==> config.mk <==
export PLATFORM = sky130hd
export DESIGN_NAME = msbc_top
export DESIGN_NICKNAME = d
export VERILOG_FILES = /design/src/msbc_pkg.sv /design/src/msbc_top.sv
export VERILOG_INCLUDE_DIRS = /design/src
export SDC_FILE = /design/constraint.sdc
export NUM_CORES = 1
export LEC_CHECK = 0
export ABC_AREA = 1
export BUFFER_PORTS_ARGS = -buffer_cell sky130_fd_sc_hd__buf_2
export CELL_PAD_IN_SITES_DETAIL_PLACEMENT = 1
export CELL_PAD_IN_SITES_GLOBAL_PLACEMENT = 1
export CORE_UTILIZATION = 38
export CTS_BUF_LIST = sky130_fd_sc_hd__clkbuf_8
export CTS_CLUSTER_SIZE = 25
export DETAILED_ROUTE_END_ITERATION = 6
export PLACE_DENSITY_LB_ADDON = 0.1
export SYNTH_ARGS = -nofsm -noshare
export SYNTH_HDL_FRONTEND = slang
export SYNTH_SLANG_ARGS = --single-unit
==> constraint.sdc <==
create_clock -name clk_i -period 1.99 [get_ports clk_i]
set_input_delay 0.199 -clock clk_i [delete_from_list [all_inputs] [get_ports clk_i]]
set_output_delay 0.199 -clock clk_i [all_outputs]
set_load 0.02 [all_outputs]
==> src/msbc_defines.svh <==
// offsets, field positions, reset values and timing counts of the sideband control block
// assumes a single 250 MHz core clock; included by msbc_pkg.sv and msbc_top.sv
`ifndef MSBC_DEFINES_SVH
`define MSBC_DEFINES_SVH

// timing
`define MSBC_CLK_PERIOD_NS 4
`define MSBC_RESET_MIN_NS  1000

// lane layout
`define MSBC_LANES   4
`define MSBC_LEVEL_W 16

// 2-wire device address (7 bits)
`define MSBC_DEV_ADDR 7'h50

// apb byte addresses
`define MSBC_APB_STATUS 12'h000
`define MSBC_APB_MASK   12'h004
`define MSBC_APB_THRESH 12'h008
`define MSBC_APB_STATE  12'h00c
`define MSBC_APB_LVL01  12'h010
`define MSBC_APB_LVL23  12'h014

// 2-wire memory map byte offsets
`define MSBC_MAP_STATUS 8'h00
`define MSBC_MAP_LOS    8'h01
`define MSBC_MAP_LVL_LO 8'h02
`define MSBC_MAP_LVL_HI 8'h09
`define MSBC_MAP_TXDIS  8'h0a
`define MSBC_MAP_FLAGS  8'h0b

// reset values
`define MSBC_MASK_RST   5'h1f
`define MSBC_THRESH_RST 16'h0100
`define MSBC_TXDIS_RST  4'h0
`define MSBC_PIN_IDLE   6'h33

`endif

==> src/msbc_pkg.sv <==
// types shared by the sideband control block
// assumes msbc_defines.svh is on the include path
`include "msbc_defines.svh"
package msbc_pkg;

	// module reset sequencer, gray along boot-run-low-hold-boot
	typedef enum logic [1:0] {
		INIT_BOOT = 2'b00,
		INIT_RUN  = 2'b01,
		INIT_LOW  = 2'b11,
		INIT_HOLD = 2'b10
	} msbc_init_type;

	// 2-wire slave byte phase
	typedef enum logic [2:0] {
		TW_IDLE = 3'b000,
		TW_ADDR = 3'b001,
		TW_PTR  = 3'b011,
		TW_WR   = 3'b010,
		TW_RD   = 3'b110
	} msbc_tw_type;

	// sticky event flags, same layout for status and mask
	typedef struct packed {
		logic [`MSBC_LANES-1:0] los;
		logic                   reset_done;
	} msbc_event_type;

endpackage

==> src/msbc_top.sv <==
// sideband control and status logic of a pluggable four-lane optical module
// assumes pins arrive asynchronously, lane levels come from a monitor on clk_i
`timescale 1ns/1ns
`include "msbc_defines.svh"

module msbc_top #(
	parameter int         RESET_MIN_CYCLES = (`MSBC_RESET_MIN_NS + `MSBC_CLK_PERIOD_NS - 1)
	                                         / `MSBC_CLK_PERIOD_NS,
	parameter logic [6:0] DEV_ADDR         = `MSBC_DEV_ADDR
) (
	input  wire logic                     clk_i,                // core clock
	input  wire logic                     rst_b_i,              // sync reset, low
	input  wire logic                     psel_i,               // apb select
	input  wire logic                     penable_i,            // apb enable
	input  wire logic                     pwrite_i,             // apb direction
	input  wire logic [11:0]              paddr_i,              // apb byte address
	input  wire logic [31:0]              pwdata_i,             // apb write data
	output logic      [31:0]              prdata_o,             // apb read data
	output logic                          pready_o,             // apb ready
	output logic                          pslverr_o,            // apb error
	input  wire logic                     module_select_n_i,    // select pin, low
	input  wire logic                     module_reset_n_i,     // reset pin, low
	input  wire logic                     low_power_select_i,   // low power pin
	input  wire logic                     transmit_disable_i,   // tx disable pin
	input  wire logic                     scl_i,                // 2-wire clock in
	input  wire logic                     sda_i,                // 2-wire data in
	output logic                          sda_o,                // 2-wire data out
	output logic                          sda_oe_n_o,           // data enable, low
	input  wire logic [`MSBC_LANES*`MSBC_LEVEL_W-1:0] rx_level_i, // lane levels
	output logic                          module_present_n_o,   // presence, low
	output logic                          interrupt_out_n_o,    // interrupt value
	output logic                          interrupt_oe_n_o,     // interrupt enable, low
	output logic                          irq_o,                // interrupt, high
	output logic                          receive_signal_lost_o, // los alarm
	output logic      [`MSBC_LANES-1:0]   tx_off_o,             // per-lane tx off
	output logic                          power_limit_o         // power limit
);

	localparam int RCW = $clog2(RESET_MIN_CYCLES + 1);
	localparam int LW  = `MSBC_LANES * `MSBC_LEVEL_W;

	// level compare per lane
	function automatic logic [`MSBC_LANES-1:0] msbc_below(input logic [LW-1:0] lv,
	                                                     input logic [15:0] thr);
		logic [`MSBC_LANES-1:0] r;
		r = '0;
		for (int k = 0; k < `MSBC_LANES; k++) begin
			r[k] = lv[k*16 +: 16] < thr;
		end
		return r;
	endfunction

	// byte of the 2-wire memory map
	function automatic logic [7:0] msbc_map_byte(input logic [7:0] a,
	                                            input logic [7:0] st,
	                                            input logic [3:0] los,
	                                            input logic [LW-1:0] lv,
	                                            input logic [3:0] txd,
	                                            input logic [4:0] flg);
		logic [7:0] b;
		logic [7:0] r;
		b = a - `MSBC_MAP_LVL_LO;
		r = 8'h00;
		if (a == `MSBC_MAP_STATUS) begin
			r = st;
		end else if (a == `MSBC_MAP_LOS) begin
			r = {4'h0, los};
		end else if (a >= `MSBC_MAP_LVL_LO && a <= `MSBC_MAP_LVL_HI) begin
			r = lv[{b[2:1], ~b[0], 3'h0} +: 8];
		end else if (a == `MSBC_MAP_TXDIS) begin
			r = {4'h0, txd};
		end else if (a == `MSBC_MAP_FLAGS) begin
			r = {3'h0, flg};
		end
		return r;
	endfunction

	logic [5:0]              pin_meta_q;
	logic [5:0]              pin_sync_q;
	logic                    scl_p_q;
	logic                    sda_p_q;
	msbc_pkg::msbc_init_type init_q;
	msbc_pkg::msbc_init_type init_d;
	logic [RCW-1:0]          rcnt_q;
	logic [4:0]              mask_q;
	logic [15:0]             thresh_q;
	logic [3:0]              txdis_sw_q;
	msbc_pkg::msbc_event_type status_q;
	msbc_pkg::msbc_event_type status_d;
	logic [LW-1:0]           level_q;
	logic [3:0]              los_q;
	logic                    irq_q;
	logic                    pready_q;
	logic                    pslverr_q;
	logic [31:0]             prdata_q;
	logic                    lp_q;
	msbc_pkg::msbc_tw_type   tw_q;
	logic [3:0]              bit_cnt_q;
	logic [7:0]              rx_q;
	logic [7:0]              tx_q;
	logic [7:0]              ptr_q;
	logic                    drive_q;

	// synchronised pins: select, reset, low power, disable, scl, sda
	wire logic [5:0] pin_raw = {sda_i, scl_i, transmit_disable_i, low_power_select_i,
	                            module_reset_n_i, module_select_n_i};
	wire logic sel_n  = pin_sync_q[0];
	wire logic mrst_n = pin_sync_q[1];
	wire logic lp     = pin_sync_q[2];
	wire logic txd    = pin_sync_q[3];
	wire logic scl    = pin_sync_q[4];
	wire logic sda    = pin_sync_q[5];

	always_ff @(posedge clk_i) begin
		if (!rst_b_i) begin
			pin_meta_q <= `MSBC_PIN_IDLE;
			pin_sync_q <= `MSBC_PIN_IDLE;
			scl_p_q    <= 1'b1;
			sda_p_q    <= 1'b1;
		end else begin
			pin_meta_q <= pin_raw;
			pin_sync_q <= pin_meta_q;
			scl_p_q    <= scl;
			sda_p_q    <= sda;
		end
	end

	// reset sequencer state and completion
	// the counter starts one sample after the first low one, so a pulse must stand
	// more than RESET_MIN_CYCLES synced samples before the settings are cleared
	wire logic rcnt_full = rcnt_q == RCW'(RESET_MIN_CYCLES - 1);
	wire logic soft_clr  = init_q == msbc_pkg::INIT_HOLD;
	wire logic not_ready = init_q == msbc_pkg::INIT_BOOT || soft_clr;
	wire logic done_evt  = init_q == msbc_pkg::INIT_BOOT;

	always_comb begin
		init_d = init_q;
		unique case (init_q)
			msbc_pkg::INIT_BOOT: init_d = msbc_pkg::INIT_RUN;
			msbc_pkg::INIT_RUN:  if (!mrst_n) init_d = msbc_pkg::INIT_LOW;
			msbc_pkg::INIT_LOW: begin
				if (mrst_n) begin
					init_d = msbc_pkg::INIT_RUN;
				end else if (rcnt_full) begin
					init_d = msbc_pkg::INIT_HOLD;
				end
			end
			msbc_pkg::INIT_HOLD: if (mrst_n) init_d = msbc_pkg::INIT_BOOT;
		endcase
	end

	always_ff @(posedge clk_i) begin
		if (!rst_b_i) begin
			init_q <= msbc_pkg::INIT_BOOT;
			rcnt_q <= '0;
		end else begin
			init_q <= init_d;
			rcnt_q <= (init_q == msbc_pkg::INIT_LOW) ? rcnt_q + RCW'(1) : '0;
		end
	end

	// apb decode, one wait state per access
	// unmapped addresses answer with an error and change nothing
	wire logic apb_acc    = psel_i & penable_i;
	wire logic apb_fire   = apb_acc & pready_q;
	wire logic apb_wr     = apb_fire & pwrite_i;
	wire logic hit_status = paddr_i == `MSBC_APB_STATUS;
	wire logic hit_mask   = paddr_i == `MSBC_APB_MASK;
	wire logic hit_thresh = paddr_i == `MSBC_APB_THRESH;
	wire logic hit_state  = paddr_i == `MSBC_APB_STATE;
	wire logic hit_lvl01  = paddr_i == `MSBC_APB_LVL01;
	wire logic hit_lvl23  = paddr_i == `MSBC_APB_LVL23;
	wire logic mapped     = hit_status | hit_mask | hit_thresh | hit_state | hit_lvl01 | hit_lvl23;
	wire logic [10:0] state_bits = {tx_off_o, lp_q, ~sel_n, los_q, not_ready};
	wire logic [31:0] apb_rdata =
		hit_status ? {27'h0, status_q} :
		hit_mask   ? {27'h0, mask_q} :
		hit_thresh ? {16'h0, thresh_q} :
		hit_state  ? {21'h0, state_bits} :
		hit_lvl01  ? level_q[31:0] :
		hit_lvl23  ? level_q[63:32] : 32'h0;

	always_ff @(posedge clk_i) begin
		if (!rst_b_i) begin
			pready_q  <= 1'b0;
			pslverr_q <= 1'b0;
			prdata_q  <= 32'h0;
		end else begin
			pready_q  <= apb_acc & ~pready_q;
			pslverr_q <= apb_acc & ~pready_q & ~mapped;
			prdata_q  <= (apb_acc & ~pready_q & ~pwrite_i) ? apb_rdata : 32'h0;
		end
	end

	// 2-wire line events
	// every event lags the pins by the two synchroniser stages
	wire logic tw_abort  = sel_n | soft_clr;
	wire logic scl_rise  = scl & ~scl_p_q;
	wire logic scl_fall  = ~scl & scl_p_q;
	wire logic tw_start  = scl & scl_p_q & sda_p_q & ~sda;
	wire logic tw_stop   = scl & scl_p_q & ~sda_p_q & sda;
	wire logic tw_active = tw_q != msbc_pkg::TW_IDLE;
	wire logic byte_done = scl_fall & tw_active & (bit_cnt_q == 4'h8);
	wire logic tw_we     = byte_done & (tw_q == msbc_pkg::TW_WR);
	wire logic [7:0] map_st = {6'h0, irq_q, not_ready};
	wire logic [7:0] map_rd = msbc_map_byte(ptr_q, map_st, los_q, level_q, txdis_sw_q,
	                                        status_q);

	// 2-wire slave: address, pointer, write and read bytes
	// a read loads its next byte at the ninth falling edge and moves the pointer on
	always_ff @(posedge clk_i) begin
		if (!rst_b_i || tw_abort) begin
			tw_q      <= msbc_pkg::TW_IDLE;
			bit_cnt_q <= 4'h0;
			drive_q   <= 1'b0;
			rx_q      <= 8'h00;
			tx_q      <= 8'h00;
			ptr_q     <= 8'h00;
		end else if (tw_start) begin
			tw_q      <= msbc_pkg::TW_ADDR;
			bit_cnt_q <= 4'h0;
			drive_q   <= 1'b0;
		end else if (tw_stop) begin
			tw_q    <= msbc_pkg::TW_IDLE;
			drive_q <= 1'b0;
		end else if (scl_rise && tw_active) begin
			if (bit_cnt_q < 4'h8) begin
				if (tw_q != msbc_pkg::TW_RD) rx_q <= {rx_q[6:0], sda};
				bit_cnt_q <= bit_cnt_q + 4'h1;
			end else begin
				bit_cnt_q <= 4'h9;
				if (tw_q == msbc_pkg::TW_RD && sda) tw_q <= msbc_pkg::TW_IDLE;
			end
		end else if (byte_done) begin
			unique case (tw_q)
				msbc_pkg::TW_ADDR: begin
					drive_q <= rx_q[7:1] == DEV_ADDR;
					if (rx_q[7:1] != DEV_ADDR) tw_q <= msbc_pkg::TW_IDLE;
					else tw_q <= rx_q[0] ? msbc_pkg::TW_RD : msbc_pkg::TW_PTR;
				end
				msbc_pkg::TW_PTR: begin
					ptr_q   <= rx_q;
					drive_q <= 1'b1;
					tw_q    <= msbc_pkg::TW_WR;
				end
				msbc_pkg::TW_WR: begin
					ptr_q   <= ptr_q + 8'h01;
					drive_q <= 1'b1;
				end
				default: drive_q <= 1'b0;                                  // master acks
			endcase
		end else if (scl_fall && tw_active && bit_cnt_q == 4'h9) begin
			bit_cnt_q <= 4'h0;
			if (tw_q == msbc_pkg::TW_RD) begin
				drive_q <= ~map_rd[7];
				tx_q    <= {map_rd[6:0], 1'b0};
				ptr_q   <= ptr_q + 8'h01;
			end else begin
				drive_q <= 1'b0;
			end
		end else if (scl_fall && tw_q == msbc_pkg::TW_RD && bit_cnt_q != 4'h0) begin
			drive_q <= ~tx_q[7];
			tx_q    <= {tx_q[6:0], 1'b0};
		end
	end

	// events, set wins over clear from either side
	// loss events are rising edges only, a lane that stays low raises one event
	wire logic [3:0] los_d = msbc_below(level_q, thresh_q);
	wire logic [4:0] apb_clr = (apb_wr && hit_status) ? pwdata_i[4:0] : 5'h0;
	wire logic [4:0] tw_clr  = (tw_we && ptr_q == `MSBC_MAP_FLAGS) ? rx_q[4:0] : 5'h0;
	wire msbc_pkg::msbc_event_type evt = '{los: los_d & ~los_q, reset_done: done_evt};

	always_comb begin
		status_d = (status_q & ~(apb_clr | tw_clr)) | evt;
	end

	// settings, returned to defaults during a module reset
	// apb and 2-wire writes meet only at the status flags, which both can clear
	always_ff @(posedge clk_i) begin
		if (!rst_b_i || soft_clr) begin
			mask_q     <= `MSBC_MASK_RST;
			thresh_q   <= `MSBC_THRESH_RST;
			txdis_sw_q <= `MSBC_TXDIS_RST;
			status_q   <= '0;
		end else begin
			status_q <= status_d;
			if (apb_wr && hit_mask) mask_q <= pwdata_i[4:0];
			if (apb_wr && hit_thresh) thresh_q <= pwdata_i[15:0];
			if (tw_we && ptr_q == `MSBC_MAP_TXDIS) txdis_sw_q <= rx_q[3:0];
		end
	end

	// lane monitor, alarm, interrupt and power level
	// levels reset to full scale, else the first compare raises false loss events
	// no interrupt while a module reset holds the settings at their defaults
	always_ff @(posedge clk_i) begin
		if (!rst_b_i) begin
			level_q <= '1;
			los_q   <= 4'h0;
			irq_q   <= 1'b0;
			lp_q    <= 1'b0;
		end else begin
			level_q <= rx_level_i;
			los_q   <= los_d;
			irq_q   <= ~soft_clr & (|(status_d & mask_q));
			lp_q    <= lp;
		end
	end

	// pin and bus outputs
	// presence and interrupt values are constant, only the enables move
	assign prdata_o              = prdata_q;
	assign pready_o              = pready_q;
	assign pslverr_o             = pslverr_q;
	assign sda_o                 = 1'b0;
	assign sda_oe_n_o            = ~drive_q;
	assign module_present_n_o    = 1'b0;
	assign interrupt_out_n_o     = 1'b0;
	assign interrupt_oe_n_o      = ~irq_q;
	assign irq_o                 = irq_q;
	assign receive_signal_lost_o = |los_q;
	assign tx_off_o              = {`MSBC_LANES{txd}} | txdis_sw_q;
	assign power_limit_o         = lp_q;

endmodule

Word-level counts from Yosys, hierarchy flattened. Index checks and enable logic that the tools add are counted.

Flip-flop bits (word level): 190. Output and inout port bits: 46. Logic and storage cells: 211.

Add/subtract/negate cells: 4. Magnitude comparators: 7. Equal/unequal tests: 31. Shift operators: 1. Multiplexer cells: 43. Bitwise operators: 51. Reductions and logical operators: 47.

Operator list (count): $mux 8 (9); $lt 16x16->1 (4); $mux 32 (2); $shiftx 64x7->8 (1); $mux 16 (2); $mux 5 (6); $eq 12x4->1 const B (2); $eq 12x5->1 const B (2); $not 1->1 (20); $mux 3 (6); $and 1x1->1 (17); $add 8x1->8 const B (2); $eq 8x4->1 const B (2); $mux 4 (4); $pmux 8 s2 (1); $eq 12x3->1 const B (1); $logic_and 1x1->1 (12); $logic_not 12->1 (1); $reduce_and 6->1 (2); $and 5x5->5 (2); $or 5x5->5 (2); $reduce_bool 2->1 (5); $reduce_bool 3->1 (3); $eq 4x4->1 const B (2); 45 further kinds (74).

Longest topological paths before layout. Gate-level depths: netlist of run 1.

Word-level depth: 14. Gate-level depth with buffers: 15. Depth with buffers taken out: 15.

Worst setup path after synthesis of run 1. Ideal clock, no wire load.

Path kind: reg-to-reg. Start point: reg ptr_q[0]. End point: reg tx_q[3]. Arrival: 1897 ps. Required time: 1871 ps. Setup slack: -26 ps. Cell stages (with the launch flop): 14. Buffers on the path: 2. Cell sequence: dfxtp_1 > buf_2 > clkinv_1 > clkbuf_1 > ha_1 > o21ai_0 > nand2_1 > nand2_1 > nor2_2 > o21ai_0 > o21ai_0 > nand2_1 > nand2_1 > a21oi_1.

Word-level cells in the longest chain between the ends: 8.

RTL lines: start, declared (RTL line msbc_top.sv:101) `logic [7:0] ptr_q;`; start signal, assigned (RTL line msbc_top.sv:242) `ptr_q <= rx_q;`; start signal, assigned (RTL line msbc_top.sv:247) `ptr_q <= ptr_q + 8'h01;`; start signal, assigned (RTL line msbc_top.sv:257) `ptr_q <= ptr_q + 8'h01;`; $sub 3x2->3 (no source line) / $eq 8x4->1 (equally long branches); $not 1->1 / $mux 5 (equally long branches) (RTL line msbc_top.sv:69, msbc_top.sv:72); $shiftx 64x7->8 / $mux 5 (equally long branches) (RTL line msbc_top.sv:69, msbc_top.sv:70); $mux 8 (RTL line msbc_top.sv:68) `` end else if (a >= `MSBC_MAP_LVL_LO && a <= `MSBC_MAP_LVL_HI) begin ``; $mux 8 (RTL line msbc_top.sv:66) `` end else if (a == `MSBC_MAP_LOS) begin ``; $mux 8 (*) (RTL line msbc_top.sv:64) `` if (a == `MSBC_MAP_STATUS) begin ``; $mux 8 (*) (RTL line msbc_top.sv:254) `if (tw_q == msbc_pkg::TW_RD) begin`; $mux 8 (*) (RTL line msbc_top.sv:252) `end else if (scl_fall && tw_active && bit_cnt_q == 4'h9) begin`; end signal, assigned (RTL line msbc_top.sv:256) `tx_q <= {map_rd[6:0], 1'b0};`; end signal, assigned (RTL line msbc_top.sv:263) `tx_q <= {tx_q[6:0], 1'b0};`; end, declared (RTL line msbc_top.sv:100) `logic [7:0] tx_q;`.

Every way passes the cells marked *; elsewhere a longest branch is shown, timed or not. The select of a mux whose other input is x is not followed. A chain may end at the register's enable or synchronous reset.

Worst setup path in the final report of run 1.
Start point: reg thresh_q[11]. End point: reg irq_q, in the netlist irq_o.

Word-level cells in the longest chain between the ends: 6.

RTL lines: start, declared (RTL line msbc_top.sv:86) `logic [15:0] thresh_q;`; start signal, assigned (RTL line msbc_top.sv:283) `` thresh_q <= `MSBC_THRESH_RST; ``; start signal, assigned (RTL line msbc_top.sv:289) `if (apb_wr && hit_thresh) thresh_q <= pwdata_i[15:0];`; $lt 16x16->1 (RTL line msbc_top.sv:48) `r[k] = lv[k*16 +: 16] < thr;`; $and 4x4->4 (*) (RTL line msbc_top.sv:272) `wire msbc_pkg::msbc_event_type evt = '{los: los_d & ~los_q, reset_done: done_evt};`; $or 5x5->5 (*) (RTL line msbc_top.sv:275) `status_d = (status_q & ~(apb_clr | tw_clr)) | evt;`; $and 5x5->5 (*) (RTL line msbc_top.sv:306) `irq_q <= ~soft_clr & (|(status_d & mask_q));`; $reduce_or 5->1 (*) (RTL line msbc_top.sv:306); $and 1x1->1 (*) (RTL line msbc_top.sv:306); end signal, assigned (RTL line msbc_top.sv:306); end, declared (RTL line msbc_top.sv:92) `logic irq_q;`.

Every way passes the cells marked *; elsewhere a longest branch is shown, timed or not.

==> metrics.md, run 1 <==
| Metric | Value |
|---|---|
| Status | `complete, no violations` |
| Worst-Skew Late Latency | `0.50 ns` |
| Global-route wire length before repair | `54,620 um` |
| Fin crit period | `1.897 ns` |
| Initial core utilization | `39.09%` |
| CTS root buf | `clkbuf_8` |
| Die H | `161.1 um` |
| Final net count | `1,735` |
| Total power | `7.409 mW` |
| R2R depth | `11` |
| Clk pin slew, worst setup/hold paths | `0.12 ns` |
| Gate count of the mapped netlist | `1,268` |
| Worst min path class | `input port to register` |
| Kind of critical path | `register to register` |
| Clk_skew | `0.02588 ns` |
| R2r endpoint | `irq_o$_SDFF_PN0_` |
| Clk pwr share | `36.1%` |
| Mapped Avg Cell Area | `7.585 sq um` |
| Avg WL per Cell | `18.37 um` |
| DR DRC count | `0` |
| Post-synth top area cell | `dfxtp_1` |
| Die area | `25,950 sq um` |
| Deepest clock path buffer count | `2` |
| Max Slew Vio Count | `0` |
| Reg2Reg Launch Point | `thresh_q[11]$_SDFFE_PP0P_` |
| Synth cell types | `54` |
| Commonest cells post-synth | `nand2_1, dfxtp_1, a21oi_1` |
| Internal cell power | `5.253 mW` |
| Rows | `57` |
| Fmax | `527.1 MHz` |
| CP Launch Point | `thresh_q[11]$_SDFFE_PP0P_` |
| Total wire length | `34,600 um` |
| CTS sink cnt | `189` |
| PwrDens | `595.5 nW/um^2` |
| Peak supply drop | `0.0003929 V` |
| Async SR Flop Fraction | `0%` |
| RSZ-0062 raised after global routing | `false` |
| Crit path capture type | `register` |
| Mapped cell area | `9618 sq um` |
| Main synth FF type | `dfxtp_1` |
| Largest net degree at the start of global routing | `78` |
| Synth area leaders | `dfxtp_1, ha_1, nand2_1` |
| CTS tree | `done` |
| Routability Congestion | `0.8862` |
| Switch Pwr | `2.156 mW` |
| Sequential share of the synthesized area | `39.34%` |
| Antenna violations before repair | `1` |
| Area Growth Syn to Fin | `29.36%` |
| Final setup TNS | `0 ns` |
| Drt via density | `5.197` |
| Share of layout cells above drive strength 1 | `25.93%` |
| Top-Level Pins | `165` |
| Yosys reg bits | `189` |
| Hold WS | `0.01526 ns` |
| Slew Limit Headroom | `50.79%` |
| Setup Viol. Count Final | `0` |
| Drt initial violations | `514` |
| CTS buffer count | `17` |
| Combinational power share | `10.1%` |
| Overflow after GRT | `0` |
| Sequential share of power | `53.8%` |
| Number of synthesized flops with an enable pin | `0` |
| GR Util All Layers | `27.21%` |
| HPWL Detailed | `25,380 um` |
| Antenna Nets Post-Route | `0` |
| Crit path max fanout | `5` |
| Cell with the most instances after synthesis | `nand2_1` |
| Vias | `9,786` |
| Startpoint types | `register` |
| H-tree depth | `4` |
| Top-area cell type share of the netlist area | `39.34%` |
| LEAKAGE | `5.850 nW` |
| Core ar. | `24,600 sq um` |
| Worst Path Arrival | `2.34 ns` |
| Period utilization | `95.34%` |
| Slew @ Worst Pin | `0.7382 ns` |
| Drt pass-1 iters | `5` |
| R2r setup slk | `0.09 ns` |
| CP Data Required Time | `2.43 ns` |
| CP Capture Point | `irq_o$_SDFF_PN0_` |
| Maxcap violations | `0` |
| Synth Warn # | `0` |
| Final Hold Fails | `0` |
| Sw Ratio | `29.10%` |
| Vias in the first global route | `10,177` |
| Port Buf Inserts | `145` |
| Final Util | `50.57%` |
| Die width | `161.1 um` |
[metrics by stage]
step | setup slack (ns) | area, sq um | cells
detailed placement | -0.001743 | 11080 | 1764
floorplan | 0.02285 | 9627 | 1270
CTS | 0.02052 | 12310 | 1878
finish | 0.09273 | 12440 | 1883
global placement | 0.03653 | 11080 | 1764
global route | 0.0008866 | 12440 | 1883
[cell usage in the layout (no fill, tap or decap), drive strengths merged, types with 2 or more instances in the layout]
master and count:
a211oi 4, a21oi 138, a221oi 4, a22o 2, a31oi 5, buf 218, clkbuf 18, clkinv 10
conb 3, dfxtp 189, dlygate4sd3 82, ha 71, inv 151, nand2 216, nand3 92, nand4 16
nor2 95, nor3 34, nor3b 2, nor4 2, o2111ai 4, o211ai 7, o21ai 99, o21bai 3
o221ai 4, o22ai 4, or2 72, xnor2 2, xor2 2
[logic make-up after synthesis]
logic type,count (synthesis),share of synthesized area [%]
AOI/OAI and AO/OA,279,16.17
adders and majority gates,71,9.236
and+or+nand+nor,531,26.54
other,1,0.03899
buffers and inverters,192,8.195
xor gates and xnor gates,4,0.3643
muxes,1,0.1171
DFF,189,39.34
[registers in the layout, indices dropped and copies added (netlist names), 2 cells and up]
register,cells
ptr_q,8
bit_cnt_q,4
tx_q,7
init_q,2
prdata_o,32
pin_meta_q,6
mask_q,5
level_q,64
los_q,4
thresh_q,16
tw_q,3
rcnt_q,8
pin_sync_q,6
rx_q,8
txdis_sw_q,4
status_q,5
[metal layers]
layer	track usage [%]	vias up	wire length (um)
li1	-	4769	-
met1	37.48	4690	16670
met2	43.67	276	15660
met3	4.058	51	1501
met4	8.448	0	767
met5	0	-	0
[worst max-delay path: stages, from the launching register on]
cell and delay, ns:
dfxtp_1 0.31, inv_1 0.22, ha_1 0.30, a21oi_1 0.18, o21ai_0 0.16, a21oi_2 0.24, nand3_4 0.13, nand2_1 0.08
nand2_1 0.05, nand2_1 0.06, o21ai_1 0.05, nand2_1 0.06
[power groups by stage]
stage | Combinational, mW | Clock (mW) | Sequential (mW)
after detailed placement | 0.596 | 0 | 4.07
after CTS | 0.724 | 2.72 | 3.98
after floorplan | 0.333 | 0 | 4.02
after global routing | 0.827 | 2.88 | 4.00
final | 0.746 | 2.68 | 3.99
after global placement | 0.577 | 0 | 4.07
[worst min path at each step]
stage          depth (start not counted)                  endpoint  slack, ns          startpoint
4_1_cts                                3    mask_q[1]$_SDFFE_PP1P_     0.0007         pwdata_i[1]
5_1_grt                                3    mask_q[1]$_SDFFE_PP1P_      0.009         pwdata_i[1]
3_3_place_gp                           3  pin_meta_q[2]$_SDFF_PN0_       0.38  low_power_select_i
2_1_floorplan                          2  pin_meta_q[2]$_SDFF_PN0_       0.30  low_power_select_i
6_report                               3    mask_q[1]$_SDFFE_PP1P_       0.02         pwdata_i[1]
3_5_place_dp                           2     level_q[0]$_SDFF_PN1_       0.39       rx_level_i[0]
[layout make-up]
type / count / area (sq um)
diodes: 1 / 2.502
clock buffers: 18 / 247.7
clock inverters: 14 / 163.9
fillers: 3091 / 12160
inverters: 148 / 564.3
multi-input cells: 889 / 5136
flip-flops and latches: 189 / 3790
well taps: 324 / 405.4
repair buffers: 300 / 2132
[timing repair]
item	CTS	global route
setup buffers	0	4
hold buffers	82	0
pin swaps	0	5
hold endpoints to repair	83	0
gates resized for setup	3	23
endpoints found under the setup margin	6	8
Note: power is estimated with default switching activity, not from simulation.
==> run 2, diff against run 1 <==
CORE_UTILIZATION = 42   (was 38)
clock period = 1.8 ns   (was 1.99 ns; I/O delays follow)
==> run 2 against run 1 <==
First-iteration DRC count is 18% higher. Sequential power is 11% higher. Largest power group unchanged. Non-clock buffer count is 64 higher. Hold slack better by 0.047 ns. Worst setup slack worse by 0.12 ns. The run now ends with setup timing left. Cell area is 7.4% higher. Critical path type unchanged. Final cell count is 1.4% higher.
==> metrics.md, run 2 (synthesis gave the netlist of run 1 again) <==
| Metric | Value |
|---|---|
| Total wire length | `38,260 um (+11%)` |
| Vias in the first global route | `10,601 (+4.2%)` |
| Antenna Nets Post-Route | `0 (unchanged)` |
| Final worst slack | `-0.03016 ns (-0.1229 ns)` |
| Final net count | `1,801 (+3.8%)` |
| Status | `complete, but fails checks` |
| Drt via density | `5.409 (+4.1%)` |
| HPWL Detailed | `26,100 um (+2.9%)` |
| Final Hold Fails | `0 (unchanged)` |
| Worst-Skew Late Latency | `0.50 ns (about the same)` |
| Largest net degree at the start of global routing | `78 (unchanged)` |
| Clk pin slew, worst setup/hold paths | `0.11 ns (about the same)` |
| Crit path capture type | `register` |
| Worst Path Arrival | `2.27 ns (-0.07 ns)` |
| Die width | `153.3 um (-4.8%)` |
| Drt initial violations | `609 (+18%)` |
| CP Capture Point | `irq_o$_SDFF_PN0_` |
| Hold path depth | `4 (+1)` |
| Kind of critical path | `register to register` |
| Worst min path class | `input port to register` |
| R2r setup slk | `-0.03 ns (-0.12 ns)` |
| LEAKAGE | `6.218 nW (+6.3%)` |
| R2R depth | `10 (-1)` |
| Drt pass-1 iters | `5 (unchanged)` |
| Die H | `153.3 um (-4.8%)` |
| GR Util All Layers | `31.45% (+4.2 points)` |
| Max Slew Vio Count | `0 (unchanged)` |
| Period utilization | `101.7% (+6.3 points)` |
| Max reg flops | `64 (unchanged)` |
| Final setup TNS | `-0.03016 ns (-0.03016 ns)` |
| Most frequent cells in the layout | `nand2_1, dfxtp_1, buf_2` |
| Post-place instance area | `11,460 sq um (+3.5%)` |
| Antenna violations before repair | `0 (-1)` |
| DR DRC count | `0 (unchanged)` |
| CP Data Required Time | `2.24 ns (-0.19 ns)` |
| Overflow after GRT | `0 (unchanged)` |
| Setup Viol. Count Final | `1 (+1)` |
| Peak supply drop | `0.0003428 V (-13%)` |
| Initial core utilization | `42.61% (+3.5 points)` |
| Top reg by flops | `level_q` |
| Die area | `23,510 sq um (-9.4%)` |
| Finished Layout Cells | `1,909 (+1.4%)` |
| Area Growth Syn to Fin | `38.87%` |
| RSZ-0062 raised after global routing | `true` |
| R2r endpoint | `irq_o$_SDFF_PN0_` |
| Maxcap violations | `0 (unchanged)` |
| CTS buffer count | `17 (unchanged)` |
| Slew Limit Headroom | `53.10% (+2.3 points)` |
| Violated checks | `setup timing` |
| Dpl cells | `1,781 (+0.96%)` |
| Met3 GRT Util | `5.444% (+1.4 points)` |
| Slew @ Worst Pin | `0.7036 ns (-0.03463 ns)` |
| CP Launch Point | `thresh_q[13]$_SDFFE_PP0P_` |
| Startpoint types | `register` |
| Reg2Reg Launch Point | `thresh_q[13]$_SDFFE_PP0P_` |
| Top-Level Pins | `165 (unchanged)` |
| Crit path max fanout | `4 (-1)` |
| CTS tree | `done` |
| H-tree depth | `4 (unchanged)` |
| Global-route wire length before repair | `56,760 um (+3.9%)` |
| HP Start | `pwrite_i` |
| Rows | `55 (-3.5%)` |
| CTS sink cnt | `189 (unchanged)` |
| Hold WS | `0.06266 ns (+0.04740 ns)` |
| Share of layout cells above drive strength 1 | `33.25% (+7.3 points)` |
| Number of diodes | `0 (-1)` |
| Routability Congestion | `0.8994 (+1.5%)` |
| Fin crit period | `1.830 ns (-0.06711 ns)` |
| Most common cell after layout, fill and taps aside | `nand2_1` |
| Fmax | `546.4 MHz (+3.7%)` |
| Clk_skew | `0.02806 ns (+0.002170 ns)` |
| Avg WL per Cell | `20.04 um (+9.1%)` |
| PwrDens | `629.4 nW/um^2 (+5.7%)` |
| Deepest clock path buffer count | `2 (unchanged)` |
| Vias | `10,326 (+5.5%)` |
| Port Buf Inserts | `145 (unchanged)` |
| Busiest grt layer | `met2` |
| Core ar. | `22,570 sq um (-8.3%)` |
| Cell area after layout | `13,360 sq um (+7.4%)` |
| Met2 Usage GRT | `53.36% (+9.7 points)` |
| CTS root buf | `clkbuf_8` |
| Global Route met1 Usage | `40.12% (+2.6 points)` |
run 2: worst min-delay path by stage:
stage | endpoint | slack [ns]
after floorplan | pin_meta_q[2]$_SDFF_PN0_ | 0.28
after global placement | pin_meta_q[2]$_SDFF_PN0_ | 0.36
after detailed placement | level_q[13]$_SDFF_PN1_ | 0.37
after CTS | prdata_o[9]$_SDFF_PP0_ | 0.03
after global routing | prdata_o[9]$_SDFF_PP0_ | 0.08
final | prdata_o[9]$_SDFF_PP0_ | 0.06
run 2: area by class of cell:
class,instances,area [sq um]
inverters,148,590.6
clock inverters,14,175.2
flip-flops and latches,189,3807
clock buffers,18,247.7
multi-input cells,891,5547
well taps,285,356.6
fillers,2811,9215
repair buffers,364,2633
run 2: through the flow:
| step | power (mW) | setup slack (ns) | utilization, % |
|---|---|---|---|
| global route | 8.685 | -0.1009 | 59.17 |
| finish | 8.407 | -0.03016 | 59.17 |
| floorplan | 4.815 | 0.007224 | - |
| detailed placement | 5.196 | -0.2834 | 50.78 |
| CTS | 8.326 | -0.02880 | 56.85 |
| global placement | 5.168 | -0.2163 | 50.78 |
run 2: report_power, final:
part,internal [mW],switching [mW]
registers,4.29,0.119
clock network,1.22,1.82
logic,0.494,0.467
run 2: worst max-delay path: stages, from the launching register on:
cell     delay (ns)
dfxtp_2        0.36
inv_4          0.07
buf_4          0.14
ha_1           0.32
a21oi_1        0.17
o21ai_1        0.10
a21oi_2        0.20
nand3_2        0.17
nand2_1        0.11
nand3_1        0.07
nand2_1        0.07
run 2: repair_timing:
action	in CTS	in global routing
hold buffers	89	0
pin swaps	8	30
endpoints found under the setup margin	11	23
gates resized for setup	23	118
buffers inserted	1	4
gates cloned	1	1
hold endpoints to repair	90	0
run 2: metal layers:
| metal | part of all wire, % | vias to the layer above |
|---|---|---|
| met2 | 49 | 341 |
| met3 | 5.3 | 85 |
| li1 | - | 4901 |
| met5 | 0 | - |
| met4 | 2.8 | 0 |
| met1 | 43 | 4999 |
